File: src/swscl_pkg.sv
// Purpose: Shared constants, types and helpers for the single-wire slave command layer
// Assumes: 20 MHz core clock; line times counted in whole microseconds
// Notes: Net address helper computes the check byte; swscl_top builds the 64-bit address
package swscl_pkg;

  localparam int unsigned CLK_HZ = 20_000_000;
  localparam int unsigned CYC_PER_US = CLK_HZ / 1_000_000;
  localparam int unsigned US_W = 10;

  // Line times in microseconds
  localparam logic [9:0] RSTL_US = 10'h078;   // 120 us low means reset
  localparam logic [9:0] PDH_US = 10'h014;    // 20 us wait before presence
  localparam logic [9:0] PDL_US = 10'h064;    // 100 us presence, below reset threshold
  localparam logic [9:0] SAMPLE_US = 10'h01E; // 30 us: sample and end of our low drive

  // Net address commands
  localparam logic [7:0] OP_READ_NA0 = 8'h33;
  localparam logic [7:0] OP_READ_NA1 = 8'h39;
  localparam logic [7:0] OP_MATCH = 8'h55;
  localparam logic [7:0] OP_SKIP = 8'hCC;
  localparam logic [7:0] OP_SEARCH = 8'hF0;
  localparam logic [7:0] OP_RESUME = 8'hA5;
  // Function commands
  localparam logic [7:0] OP_RD = 8'h69;
  localparam logic [7:0] OP_WR = 8'h6C;
  localparam logic [7:0] OP_COPY = 8'h48;
  localparam logic [7:0] OP_RECALL = 8'hB8;
  localparam logic [7:0] OP_LOCK = 8'h6A;

  // Memory layout seen by this block
  localparam logic [7:0] LOCK_REG_ADDR = 8'h07;
  localparam int unsigned LOCK_EN_BIT = 6;
  localparam logic [3:0] EE_BLK0_HI = 4'h2;
  localparam logic [3:0] EE_BLK1_HI = 4'h3;
  localparam logic [1:0] EE_BLK_OFS = 2'h0;
  localparam int unsigned EE_BLK_SEL_BIT = 4;
  localparam logic [7:0] CRC_POLY_REFL = 8'h8C;

  typedef enum logic [3:0] {
    PH_IDLE = 4'b0000,
    PH_RSTL = 4'b0001,
    PH_PDH = 4'b0010,
    PH_PDL = 4'b0011,
    PH_ROM_CMD = 4'b0100,
    PH_ROM_TX = 4'b0101,
    PH_MATCH = 4'b0110,
    PH_SEARCH = 4'b0111,
    PH_FN_CMD = 4'b1000,
    PH_FN_ADDR = 4'b1001,
    PH_READ = 4'b1010,
    PH_WRITE = 4'b1011,
    PH_COPYW = 4'b1100,
    PH_DONE = 4'b1101
  } swscl_phase_t;

  typedef struct packed {
    logic [7:0] addr;
    logic [7:0] wdata;
    logic wr;
    logic copy;
    logic recall;
    logic lock;
  } swscl_mem_req_t;

  typedef struct packed {
    logic [1:0] block_locked;
    logic copy_busy;
    logic sleep;
    logic writable;
  } swscl_mem_stat_t;

  typedef struct packed {
    logic s1;
    logic s2;
    logic s3;
    logic dq_f;
    swscl_phase_t phase;
    logic in_slot;
    logic drive_n;
    logic [4:0] div;
    logic tick;
    logic [9:0] us_cnt;
    logic [5:0] bitn;
    logic [1:0] step;
    logic [7:0] sh;
    logic [7:0] opc;
    logic match_ok;
    logic selected;
    logic lock_en;
    logic lock_armed;
    swscl_mem_req_t mreq;
  } swscl_state_t;

  // Reflected CRC-8 over the low 56 address bits, least significant bit first
  function automatic logic [7:0] crc56(input logic [55:0] d);
    logic [7:0] c;
    logic fb;
    c = 8'h00;
    for (int i = 0; i < 56; i++) begin
      fb = c[0] ^ d[i];
      c = {1'b0, c[7:1]} ^ (fb ? CRC_POLY_REFL : 8'h00);
    end
    return c;
  endfunction : crc56

  function automatic logic is_eeprom(input logic [7:0] a);
    return ((a[7:4] == EE_BLK0_HI) || (a[7:4] == EE_BLK1_HI)) && (a[3:2] == EE_BLK_OFS);
  endfunction : is_eeprom

endpackage : swscl_pkg

File: src/swscl_top.sv
// Purpose: Slave command layer of a single-wire open-drain link: slots, reset/presence, net address, functions
// Assumes: Memory answers rd_data_i combinationally from mem_req_o.addr; it carries out copy/recall/lock pulses
// Notes: Line sampled through three flops; output is open drain only, enable low while pulling
// Functional notes
// - Line is driven only open drain: pulled low or released, never driven high.
// - Low over 120 us is a reset and abandons work; master idles high to suspend.
// - Each transaction: reset, presence, one net address command, one function, then data.
// - Read net address is 33h or 39h by opcode select; sends 64-bit address.
// - Match 55h plus 64 bits: answer only on equal address, else wait for reset.
// - Skip CCh goes straight to function command without address bits.
// - Search F0h: per bit send bit, complement, then read master's choice, 64 times.
// - Resume A5h acts as skip only when selection flag set by match or search.
// - Read 69h plus address: data from that address, incrementing after each byte.
// - Read address wraps FFh to 00; reset may end read anywhere.
// - Write 6Ch plus address: store bytes from there, incrementing, wrapping past FFh.
// - Drop writes to protected or locked places and partial bytes; EEPROM goes to shadow.
// - Copy 48h copies the 4-byte block to EEPROM unless locked or asleep.
// - Copy starts at next falling edge; busy flag high meanwhile blocks EEPROM writes.
// - Recall B8h loads the 4-byte EEPROM block into shadow RAM.
// - Lock 6Ah locks block only if lock enable set by immediately preceding write.
// - Net address: family code low byte, 48-bit serial, CRC of 56 bits on top.
// - After reset ends, wait presence-high time, then pull low for presence.
// - Master write slots are sampled 15 to 60 us after the falling edge.
// - A carried-out lock clears the lock-enable bit.
module swscl_top #(
  parameter logic [7:0] FAMILY_CODE = 8'h5A,        // Arbitrary value
  parameter logic [47:0] SERIAL_NUM = 48'h0123456789AB // Arbitrary value
) (
  input wire logic core_clk_i,
  input wire logic rst_n_i,
  input wire logic dq_i,
  output logic dq_o,
  output logic dq_oe_n_o,
  input wire logic net_address_opcode_select_i,
  input wire swscl_pkg::swscl_mem_stat_t mem_stat_i,
  input wire logic [7:0] rd_data_i,
  output swscl_pkg::swscl_mem_req_t mem_req_o,
  output logic selected_o,
  output logic lock_enable_o
);

  localparam logic [55:0] LOW56 = {SERIAL_NUM, FAMILY_CODE};
  localparam logic [63:0] NET_ADDR = {swscl_pkg::crc56(LOW56), LOW56};

  swscl_pkg::swscl_state_t r;
  swscl_pkg::swscl_state_t n;
  logic new_f;
  logic fall;
  logic rise;
  logic bit_done;
  logic rx;
  logic tx_bit;
  logic tx_phase;
  logic [7:0] byte_in;
  logic na_bit;
  logic ee_ok;

  always_comb begin
    n = r;
    n.mreq.wr = 1'b0;
    n.mreq.copy = 1'b0;
    n.mreq.recall = 1'b0;
    n.mreq.lock = 1'b0;
    n.s1 = dq_i;
    n.s2 = r.s1;
    n.s3 = r.s2;
    new_f = (r.s2 == r.s3) ? r.s3 : r.dq_f;
    n.dq_f = new_f;
    fall = r.dq_f & ~new_f;
    rise = ~r.dq_f & new_f;
    n.tick = 1'b0;
    n.div = r.div + 5'h01;
    if (r.div == 5'(swscl_pkg::CYC_PER_US - 1)) begin
      n.div = 5'h00;
      n.tick = 1'b1;
    end
    if (r.tick && r.us_cnt != 10'h3FF) begin
      n.us_cnt = r.us_cnt + 10'h001;
    end
    na_bit = NET_ADDR[r.bitn];
    ee_ok = swscl_pkg::is_eeprom(r.mreq.addr) && !r.mreq.addr[swscl_pkg::EE_BLK_SEL_BIT] ?
            !mem_stat_i.block_locked[0] : !mem_stat_i.block_locked[1];
    unique case (r.phase)
      swscl_pkg::PH_ROM_TX: begin
        tx_phase = 1'b1;
        tx_bit = na_bit;
      end
      swscl_pkg::PH_SEARCH: begin
        tx_phase = (r.step != 2'h2);
        tx_bit = (r.step == 2'h0) ? na_bit : ~na_bit;
      end
      swscl_pkg::PH_READ: begin
        tx_phase = 1'b1;
        tx_bit = rd_data_i[r.bitn[2:0]];
      end
      default: begin
        tx_phase = 1'b0;
        tx_bit = 1'b1;
      end
    endcase
    bit_done = r.in_slot && r.tick && (r.us_cnt == swscl_pkg::SAMPLE_US);
    rx = r.dq_f;
    byte_in = {rx, r.sh[7:1]};
    if (r.phase == swscl_pkg::PH_PDH) begin
      if (r.tick && r.us_cnt == swscl_pkg::PDH_US) begin
        n.phase = swscl_pkg::PH_PDL;
        n.drive_n = 1'b0;
        n.us_cnt = 10'h000;
      end
    end else if (r.phase == swscl_pkg::PH_PDL) begin
      if (r.tick && r.us_cnt == swscl_pkg::PDL_US) begin
        n.drive_n = 1'b1;
        n.phase = swscl_pkg::PH_ROM_CMD;
        n.bitn = 6'h00;
        n.in_slot = 1'b0;
      end
    end else if (r.phase == swscl_pkg::PH_RSTL) begin
      if (rise) begin
        n.phase = swscl_pkg::PH_PDH;
        n.us_cnt = 10'h000;
      end
    end else if (!r.dq_f && r.drive_n && r.us_cnt >= swscl_pkg::RSTL_US) begin
      // Long low abandons whatever was in progress
      n.phase = swscl_pkg::PH_RSTL;
      n.in_slot = 1'b0;
      // Arming must outlive the reset that ends the arming write; the next function command decides
      n.lock_armed = r.lock_armed;
    end else if (fall) begin
      n.us_cnt = 10'h000;
      if (r.phase == swscl_pkg::PH_COPYW) begin
        n.mreq.copy = 1'b1;
        n.phase = swscl_pkg::PH_DONE;
      end else if (r.phase != swscl_pkg::PH_IDLE && r.phase != swscl_pkg::PH_DONE) begin
        n.in_slot = 1'b1;
        n.drive_n = ~(tx_phase & ~tx_bit);
      end
    end else if (bit_done) begin
      n.in_slot = 1'b0;
      n.drive_n = 1'b1;
      n.sh = byte_in;
      n.bitn = r.bitn + 6'h01;
      unique case (r.phase)
        swscl_pkg::PH_ROM_CMD: begin
          if (r.bitn[2:0] == 3'h7) begin
            n.bitn = 6'h00;
            n.step = 2'h0;
            n.match_ok = 1'b1;
            n.selected = 1'b0;
            n.phase = swscl_pkg::PH_DONE;
            if (byte_in == (net_address_opcode_select_i ? swscl_pkg::OP_READ_NA1 : swscl_pkg::OP_READ_NA0)) begin
              n.phase = swscl_pkg::PH_ROM_TX;
            end else if (byte_in == swscl_pkg::OP_MATCH) begin
              n.phase = swscl_pkg::PH_MATCH;
            end else if (byte_in == swscl_pkg::OP_SKIP) begin
              n.phase = swscl_pkg::PH_FN_CMD;
            end else if (byte_in == swscl_pkg::OP_SEARCH) begin
              n.phase = swscl_pkg::PH_SEARCH;
            end else if (byte_in == swscl_pkg::OP_RESUME) begin
              n.selected = r.selected;
              n.phase = r.selected ? swscl_pkg::PH_FN_CMD : swscl_pkg::PH_DONE;
            end
          end
        end
        swscl_pkg::PH_ROM_TX: begin
          if (r.bitn == 6'h3F) begin
            n.bitn = 6'h00;
            n.phase = swscl_pkg::PH_FN_CMD;
          end
        end
        swscl_pkg::PH_MATCH: begin
          n.match_ok = r.match_ok && (rx == na_bit);
          if (r.bitn == 6'h3F) begin
            n.bitn = 6'h00;
            n.selected = n.match_ok;
            n.phase = n.match_ok ? swscl_pkg::PH_FN_CMD : swscl_pkg::PH_DONE;
          end
        end
        swscl_pkg::PH_SEARCH: begin
          n.bitn = r.bitn;
          n.step = r.step + 2'h1;
          if (r.step == 2'h2) begin
            n.step = 2'h0;
            n.bitn = r.bitn + 6'h01;
            if (rx != na_bit) begin
              n.phase = swscl_pkg::PH_DONE;
            end else if (r.bitn == 6'h3F) begin
              n.bitn = 6'h00;
              n.selected = 1'b1;
              n.phase = swscl_pkg::PH_FN_CMD;
            end
          end
        end
        swscl_pkg::PH_FN_CMD: begin
          if (r.bitn[2:0] == 3'h7) begin
            n.bitn = 6'h00;
            n.opc = byte_in;
            n.phase = swscl_pkg::PH_FN_ADDR;
            if (byte_in != swscl_pkg::OP_LOCK) begin
              n.lock_armed = 1'b0;
            end
          end
        end
        swscl_pkg::PH_FN_ADDR: begin
          if (r.bitn[2:0] == 3'h7) begin
            n.bitn = 6'h00;
            n.mreq.addr = byte_in;
            n.phase = swscl_pkg::PH_DONE;
            if (r.opc == swscl_pkg::OP_RD) begin
              n.phase = swscl_pkg::PH_READ;
            end else if (r.opc == swscl_pkg::OP_WR) begin
              n.phase = swscl_pkg::PH_WRITE;
            end else if (swscl_pkg::is_eeprom(byte_in)) begin
              // Recompute lock state from the fresh address, not the stale one
              ee_ok = !mem_stat_i.block_locked[byte_in[swscl_pkg::EE_BLK_SEL_BIT]];
              if (r.opc == swscl_pkg::OP_COPY && ee_ok && !mem_stat_i.sleep) begin
                n.phase = swscl_pkg::PH_COPYW;
              end else if (r.opc == swscl_pkg::OP_RECALL) begin
                n.mreq.recall = 1'b1;
              end else if (r.opc == swscl_pkg::OP_LOCK && r.lock_en && r.lock_armed && !mem_stat_i.sleep) begin
                n.mreq.lock = 1'b1;
                n.lock_en = 1'b0;
              end
            end
            n.lock_armed = 1'b0;
          end
        end
        swscl_pkg::PH_READ: begin
          if (r.bitn[2:0] == 3'h7) begin
            n.bitn = 6'h00;
            n.mreq.addr = r.mreq.addr + 8'h01;
          end
        end
        swscl_pkg::PH_WRITE: begin
          if (r.bitn[2:0] == 3'h7) begin
            n.bitn = 6'h00;
            n.mreq.addr = r.mreq.addr + 8'h01;
            // Only whole bytes reach memory; protected targets are dropped
            if (mem_stat_i.writable && !(swscl_pkg::is_eeprom(r.mreq.addr) && (!ee_ok || mem_stat_i.copy_busy))) begin
              n.mreq.wr = 1'b1;
              n.mreq.wdata = byte_in;
            end
            n.lock_armed = (r.mreq.addr == swscl_pkg::LOCK_REG_ADDR) && byte_in[swscl_pkg::LOCK_EN_BIT];
            if (r.mreq.addr == swscl_pkg::LOCK_REG_ADDR) begin
              n.lock_en = byte_in[swscl_pkg::LOCK_EN_BIT];
            end
          end
        end
        default: begin
          n.bitn = r.bitn;
        end
      endcase
    end
  end

  always_ff @(posedge core_clk_i or negedge rst_n_i) begin
    if (!rst_n_i) begin
      r <= '{s1: 1'b1, s2: 1'b1, s3: 1'b1, dq_f: 1'b1, phase: swscl_pkg::PH_IDLE, drive_n: 1'b1, default: '0};
    end else begin
      r <= n;
    end
  end

  assign dq_o = 1'b0;
  assign dq_oe_n_o = r.drive_n;
  assign mem_req_o = r.mreq;
  assign selected_o = r.selected;
  assign lock_enable_o = r.lock_en;
endmodule : swscl_top

File: config.mk
export PLATFORM = sky130hd
export DESIGN_NAME = swscl_top
export DESIGN_NICKNAME = d
export VERILOG_FILES = /design/src/swscl_pkg.sv /design/src/swscl_top.sv
export SDC_FILE = /design/constraint.sdc
export NUM_CORES = 1
export LEC_CHECK = 0
export BUFFER_PORTS_ARGS = -buffer_cell sky130_fd_sc_hd__buf_4
export CORE_MARGIN = 3
export CORE_UTILIZATION = 51
export CTS_BUF_LIST = sky130_fd_sc_hd__clkbuf_16
export DETAILED_ROUTE_END_ITERATION = 16
export MAX_ROUTING_LAYER = met4
export PLACE_DENSITY = 0.7
export SYNTH_ARGS = -nofsm -noshare
export SYNTH_HDL_FRONTEND = slang
export SYNTH_SLANG_ARGS = --single-unit
File: constraint.sdc
create_clock -name core_clk_i -period 6.9 [get_ports core_clk_i]
set_input_delay 1.725 -clock core_clk_i [delete_from_list [all_inputs] [get_ports core_clk_i]]
set_output_delay 1.725 -clock core_clk_i [all_outputs]
set_load 0.005 [all_outputs]
==> metrics, run 1 <==
Syn-to-layout area delta 10.5%; die area 10,900 um2; DR WL met3 746 um; H-Tree Depth 3; Num Clock Sinks 73; total power 0.000948 W; CTS tree done; P_sw 0.000220 W; Post-Route WL 12,200 um; most frequent CP cell nor3_4; Setup WS post-layout 3.92 ns; EDFF count, synth 0; Placer Congestion 0.950; post-route antenna net violation count 0; max incr delay on CP 0.60 ns; Cell variety after synth 78; clock skew 0.00701 ns; syn avg cell area 8.81 um2; Synth area leaders dfrtp_1 34%, nand2_1 4.1%, o21ai_0 3.9%; P per Cell Area 173 nW/um2; Ports 41; Clock power frac 51.3%; Total GRT Usage 23.8%; CTS Buf Count 9; Worst Path Arrival 3.20 ns; CP Capture Type flip-flop; register bit total from synthesis 73; vias in the first global route 4,149; switching part of the total 23.2%; Ant. Diodes 0; CTS resizes 0; startpoint types flip-flop; Die W 105 um; port bufs 39; Post-Syn Area 4960 um2; hold-fix buffers at CTS 0; Clock Tree Root clkbuf_16; detailed placer's ending HPWL 8600 um; Most used DFF post-synth dfrtp_1; Min Hold Slack 0.356 ns; final critical-path share of the clock period 43.2%; initial core utilization 53.2%; DR iter-0 viols 514; Pint 0.000728 W; Met2 Routed Length 5730 um; Worst slew margin 27.4%; sequential fraction of the synthesis area 37.0%; leading area contributor after synthesis dfrtp_1; core area 9330 um2; GRT overflow 0; TNS Setup 0 ns; status complete, no violations; largest net degree at the start of global routing 74; P_leak 2.41 nW; CP required 7.12 ns; Logic pwr share 2.8%; sequential share of power 45.9%; Nets 592; wl on met1 5500 um; first-pass GRT wire length 20,900 um; DRC 0; Setup violations, final 0; initial antenna violation count 0; Worst-path clk slew 0.06 ns; die height 105 um; fin. max-slew vios 0; pre-CTS setup slack 3.61 ns; worst-path cell chain or3_1 > or4_4 > nor3_4 > nand2_4 > nor3_4 > mux2_2; via count 4,325; worst skew pair latency 0.34 ns; Syn Inst Count 563; top routing layer in use met4; post-synth top area share 34.3%; Final Critical Period 2.98 ns; worst hold path class reg2reg; maximum vdd drop 0.000116 V; YS warnings 0; RSZ-0062 raised after global routing false; syn_nets 591; critical-path maximum fanout 10; fraction of layout instances using a drive strength above 1 17.8%; Fmax achieved 335 MHz; Worst Tran Pin Value 1.08 ns; drt via density 6.20; WS Path Type reg2reg; Critical-path top delay cell or4_4; async set or reset register ratio after synthesis 100%; postcts setup bufs 0; row count 35; Fin. Hold Viols 0; DR WL/cell 17.4 um; max cap viols 0; maximum root-to-sink buffer count 2; Initial DRT Pass Iterations 5
-- synth_stat cells, types with 14 or more instances --
cell	number
nor2b_1	16
nand2_1	54
dfrtp_1	68
nand4_1	16
a21oi_1	16
clkbuf_1	32
nor2_1	39
inv_1	15
o21ai_0	39
nand3_1	25
buf_4	22
nor3_1	14
mux2_2	17
-- sequential cells by signal, summed over array words and instances (netlist names) --
register       count
r                 40
mem_req_o         20
byte_in            7
n                  2
dq_oe_n_o          1
lock_enable_o      1
rx                 1
selected_o         1
-- per-layer routing --
metal  track usage, %  vias up
li1                 -     2052
met1             34.0     2104
met2             35.7      151
met3             2.72       18
met4             7.22        0
met5                -        -
-- cells by family after synthesis --
family | share of synthesized area [%]
adder cells (fa/ha/maj) | 2.98
buffers and inverters | 7.07
XOR/XNOR | 1.94
AND/OR/NAND/NOR | 27.9
AO/OA/AOI/OAI | 17.3
multiplexers | 5.78
flip-flops | 37.0
other | 0.0756
-- cells in the final DEF (no fill, tap or decap), types with 3 or more instances in the layout --
| master | count |
|---|---|
| inv_6 | 5 |
| o21a_1 | 5 |
| and3_1 | 10 |
| and2_1 | 4 |
| xor2_1 | 5 |
| dfrtp_1 | 68 |
| a31oi_1 | 5 |
| clkbuf_16 | 9 |
| mux2i_1 | 5 |
| or2_2 | 3 |
| o31a_1 | 4 |
| nand4_1 | 16 |
| xnor2_1 | 6 |
| inv_1 | 15 |
| dfstp_2 | 5 |
| nor2b_1 | 16 |
| nor4bb_1 | 8 |
| nor3_1 | 14 |
| a21o_1 | 4 |
| buf_4 | 46 |
| o21ai_0 | 39 |
| o211ai_1 | 5 |
| nor2_1 | 39 |
| nand2b_1 | 12 |
| mux2_2 | 17 |
| or3_1 | 7 |
| a21oi_1 | 16 |
| a22o_1 | 4 |
| o31ai_1 | 4 |
| ha_1 | 11 |
| nand3_1 | 25 |
| a211oi_1 | 7 |
| nor4b_1 | 4 |
| nor4_1 | 4 |
| o311ai_0 | 3 |
| nand2_1 | 54 |
| nor3b_1 | 7 |
-- area by class of cell --
class,instances,area [um2]
tap,129,161
clock inverter,7,81.3
inverter,15,56.3
timing repair buffer,46,345
clock buffer,9,225
fill,843,3850
multi-input combinational,419,2780
sequential,73,1830
-- worst max-delay path: cells and delay by family (launching register included) --
| kind | cells | cell delay [ns] |
|---|---|---|
| muxes | 1 | 0.39 |
| and+or+nand+nor | 5 | 2.05 |
| DFF | 1 | 0.41 |
-- power by group through the flow --
stage,logic (W),clock network [W],registers [W]
after floorplan,0.0000100,0,0.000440
after global routing,0.0000303,0.000510,0.000435
after global placement,0.0000267,0,0.000443
final,0.0000268,0.000486,0.000435
after detailed placement,0.0000273,0,0.000443
after CTS,0.0000274,0.000492,0.000435
-- final timing paths --
path,from,to,slack (ns),cells after the start
setup / recovery,r[57],mem_req_o[5],3.92,6
hold / removal,n[72],n[71],0.36,0
setup reg to reg,r[57],mem_req_o[5],3.92,6
hold reg to reg,n[72],n[71],0.36,0
max in group asynchronous,rst_n_i,r[40],4.74,1
min in group asynchronous,rst_n_i,r[42],1.49,1
-- per-stage QoR --
stage | std cells | instance area [um2] | utilization (%)
final | 698 | 5480 | 58.7
after global routing | 698 | 5480 | 58.7
after CTS | 698 | 5480 | 58.7
after detailed placement | 682 | 5170 | 55.4
after global placement | 682 | 5170 | 55.4
after floorplan | 563 | 4960 | -
Power figures use the tool's default switching activity.
==> inputs of run 2 (changes only) <==
--- a/config.mk
+++ b/config.mk
@@ -11,7 +11,7 @@
 export CTS_BUF_LIST = sky130_fd_sc_hd__clkbuf_16
 export DETAILED_ROUTE_END_ITERATION = 16
 export MAX_ROUTING_LAYER = met4
-export PLACE_DENSITY = 0.7
+export PLACE_DENSITY = 0.72
 export SYNTH_ARGS = -nofsm -noshare
 export SYNTH_HDL_FRONTEND = slang
 export SYNTH_SLANG_ARGS = --single-unit
==> constraint.sdc (replaced) <==
create_clock -name core_clk_i -period 2.5 [get_ports core_clk_i]
set_input_delay 0.625 -clock core_clk_i [delete_from_list [all_inputs] [get_ports core_clk_i]]
set_output_delay 0.625 -clock core_clk_i [all_outputs]
set_load 0.005 [all_outputs]
==> metrics, run 2 (synthesized netlist as in run 1, its figures left out) <==
CTS Buf Count 9; Reg2Reg Depth 8; drt via density 6.19; die area 10,900 um2; Nets 639; worst skew pair latency 0.34 ns; Setup violations, final 8; Worst Path Arrival 2.77 ns; max cap viols 0; GRT overflow 0; CP Capture Type flip-flop; pre-CTS setup slack -0.0144 ns; Worst slew margin 55.1%; Syn-to-layout area delta 19.1%; Worst Tran Pin Value 0.665 ns; Placer Congestion 0.957; P per Cell Area 440 nW/um2; Worst-path clk slew 0.06 ns; DRC 0; post-route antenna net violation count 0; initial antenna violation count 0; WS Path Type reg2reg; CP required 2.73 ns; Pint 0.00201 W; H-Tree Depth 3; TNS Setup -0.213 ns; Fin. Hold Viols 0; max reg flops 40; Fmax achieved 393 MHz; maximum vdd drop 0.000454 V; via count 4,611; largest net degree at the start of global routing 40; fraction of layout instances using a drive strength above 1 24.7%; core area 9330 um2; RSZ-0062 raised after global routing true; reg2reg start r[54]; Clock Tree Root clkbuf_16; most frequent cells in the layout 89 x buf_4, 68 x dfrtp_1, 54 x nand2_1; Post-Route WL 13,000 um; Setup WS post-layout -0.0433 ns; port bufs 39; vias in the first global route 4,406; die height 105 um; row count 35; Design Area, Final 5900 um2; DR WL/cell 17.5 um; Clock power frac 50.5%; sequential share of power 46.0%; hold-fix buffers at CTS 0; worst hold path class in2async; FF-to-FF setup slack -0.04 ns; CP Launch Point r[54]; P_sw 0.000589 W; Non-Filler Instances 745; P_leak 2.68 nW; CTS tree done; final critical-path share of the clock period 102%; Most flops, register r; Logic pwr share 3.5%; cell count after placement 728; critical-path maximum fanout 9; Die W 105 um; DP Area 5560 um2; detailed placer's ending HPWL 9360 um; startpoint types flip-flop; area of the multi-input gates 2810 um2; status complete, but fails checks; capture point of the critical path mem_req_o[7]; clock skew 0.0103 ns; Ant. Diodes 0; Num Clock Sinks 73; Ports 41; initial core utilization 53.2%; maximum root-to-sink buffer count 2; Critical R2R Capture mem_req_o[7]; total power 0.00260 W; Initial DRT Pass Iterations 5; DR iter-0 viols 397; commonest non-fill, non-tap cell in the layout buf_4; FILL cells 784; Total GRT Usage 25.2%; fin. max-slew vios 0; failing checks negative setup slack; total area of sequential cells 1830 um2; switching part of the total 22.7%; first-pass GRT wire length 21,800 um; Final Critical Period 2.54 ns
[run 2: cell types whose count changed in the layout (fill, tap and decap cells not counted), moves of 2 or more]
cell    before  now
inv_6        5    2
mux2_4       0    2
buf_4       46   89
mux2_2      17   15
buf_12       0    3
[run 2: how the worst min path moves through the flow]
stage | end | depth (start not counted)
after floorplan | byte_in[0] | 0
after global routing | r[43] | 1
after global placement | n[71] | 0
final | r[43] | 1
after CTS | r[43] | 1
after detailed placement | n[71] | 0
[run 2: area by class of cell]
type | count | area share, %
clock buffers | 9 | 3.82
clock inverters | 7 | 1.29
inverters | 15 | 0.954
multi-input cells | 419 | 47.6
flip-flops and latches | 73 | 31.1
well taps | 129 | 2.73
repair buffers | 93 | 12.5
[run 2: power groups by stage]
stage / clock [W] / sequential (W) / combinational [W]
finish: 0.00131 / 0.00119 / 0.0000911
global route: 0.00139 / 0.00119 / 0.000101
CTS: 0.00133 / 0.00119 / 0.0000917
detailed placement: 0 / 0.00121 / 0.0000911
global placement: 0 / 0.00121 / 0.0000895
floorplan: 0 / 0.00121 / 0.0000276
[run 2: routing by layer]
layer,vias up,share of wire [%],GRT usage (%),routed length (um)
met3,37,6.9,5.50,896
li1,2141,-,-,-
met4,0,3.2,9.56,420
met5,-,0,-,0
met2,184,47,38.6,6130
met1,2249,43,33.0,5600
[run 2: repair_timing]
item	4_1_cts	5_1_grt
endpoints found under the hold margin	0	0
endpoints found under the setup margin	9	33
pin swaps	0	3
resized for setup	1	8
setup buffers	0	1
[run 2: stage by stage]
stage | util, % | hold WS [ns]
2_1_floorplan | - | 0.329
3_3_place_gp | 59.6 | 0.346
3_5_place_dp | 59.6 | 0.347
4_1_cts | 62.9 | 0.248
5_1_grt | 63.3 | 0.264
6_report | 63.3 | 0.230
[run 2: worst max-delay path, cell delays in order (launching register included)]
cell	delay, ns
dfrtp_1	0.38
or3b_4	0.41
or4_4	0.60
nor3_4	0.21
buf_6	0.13
nand2_4	0.05
nor3_4	0.16
buf_12	0.16
mux2_2	0.34
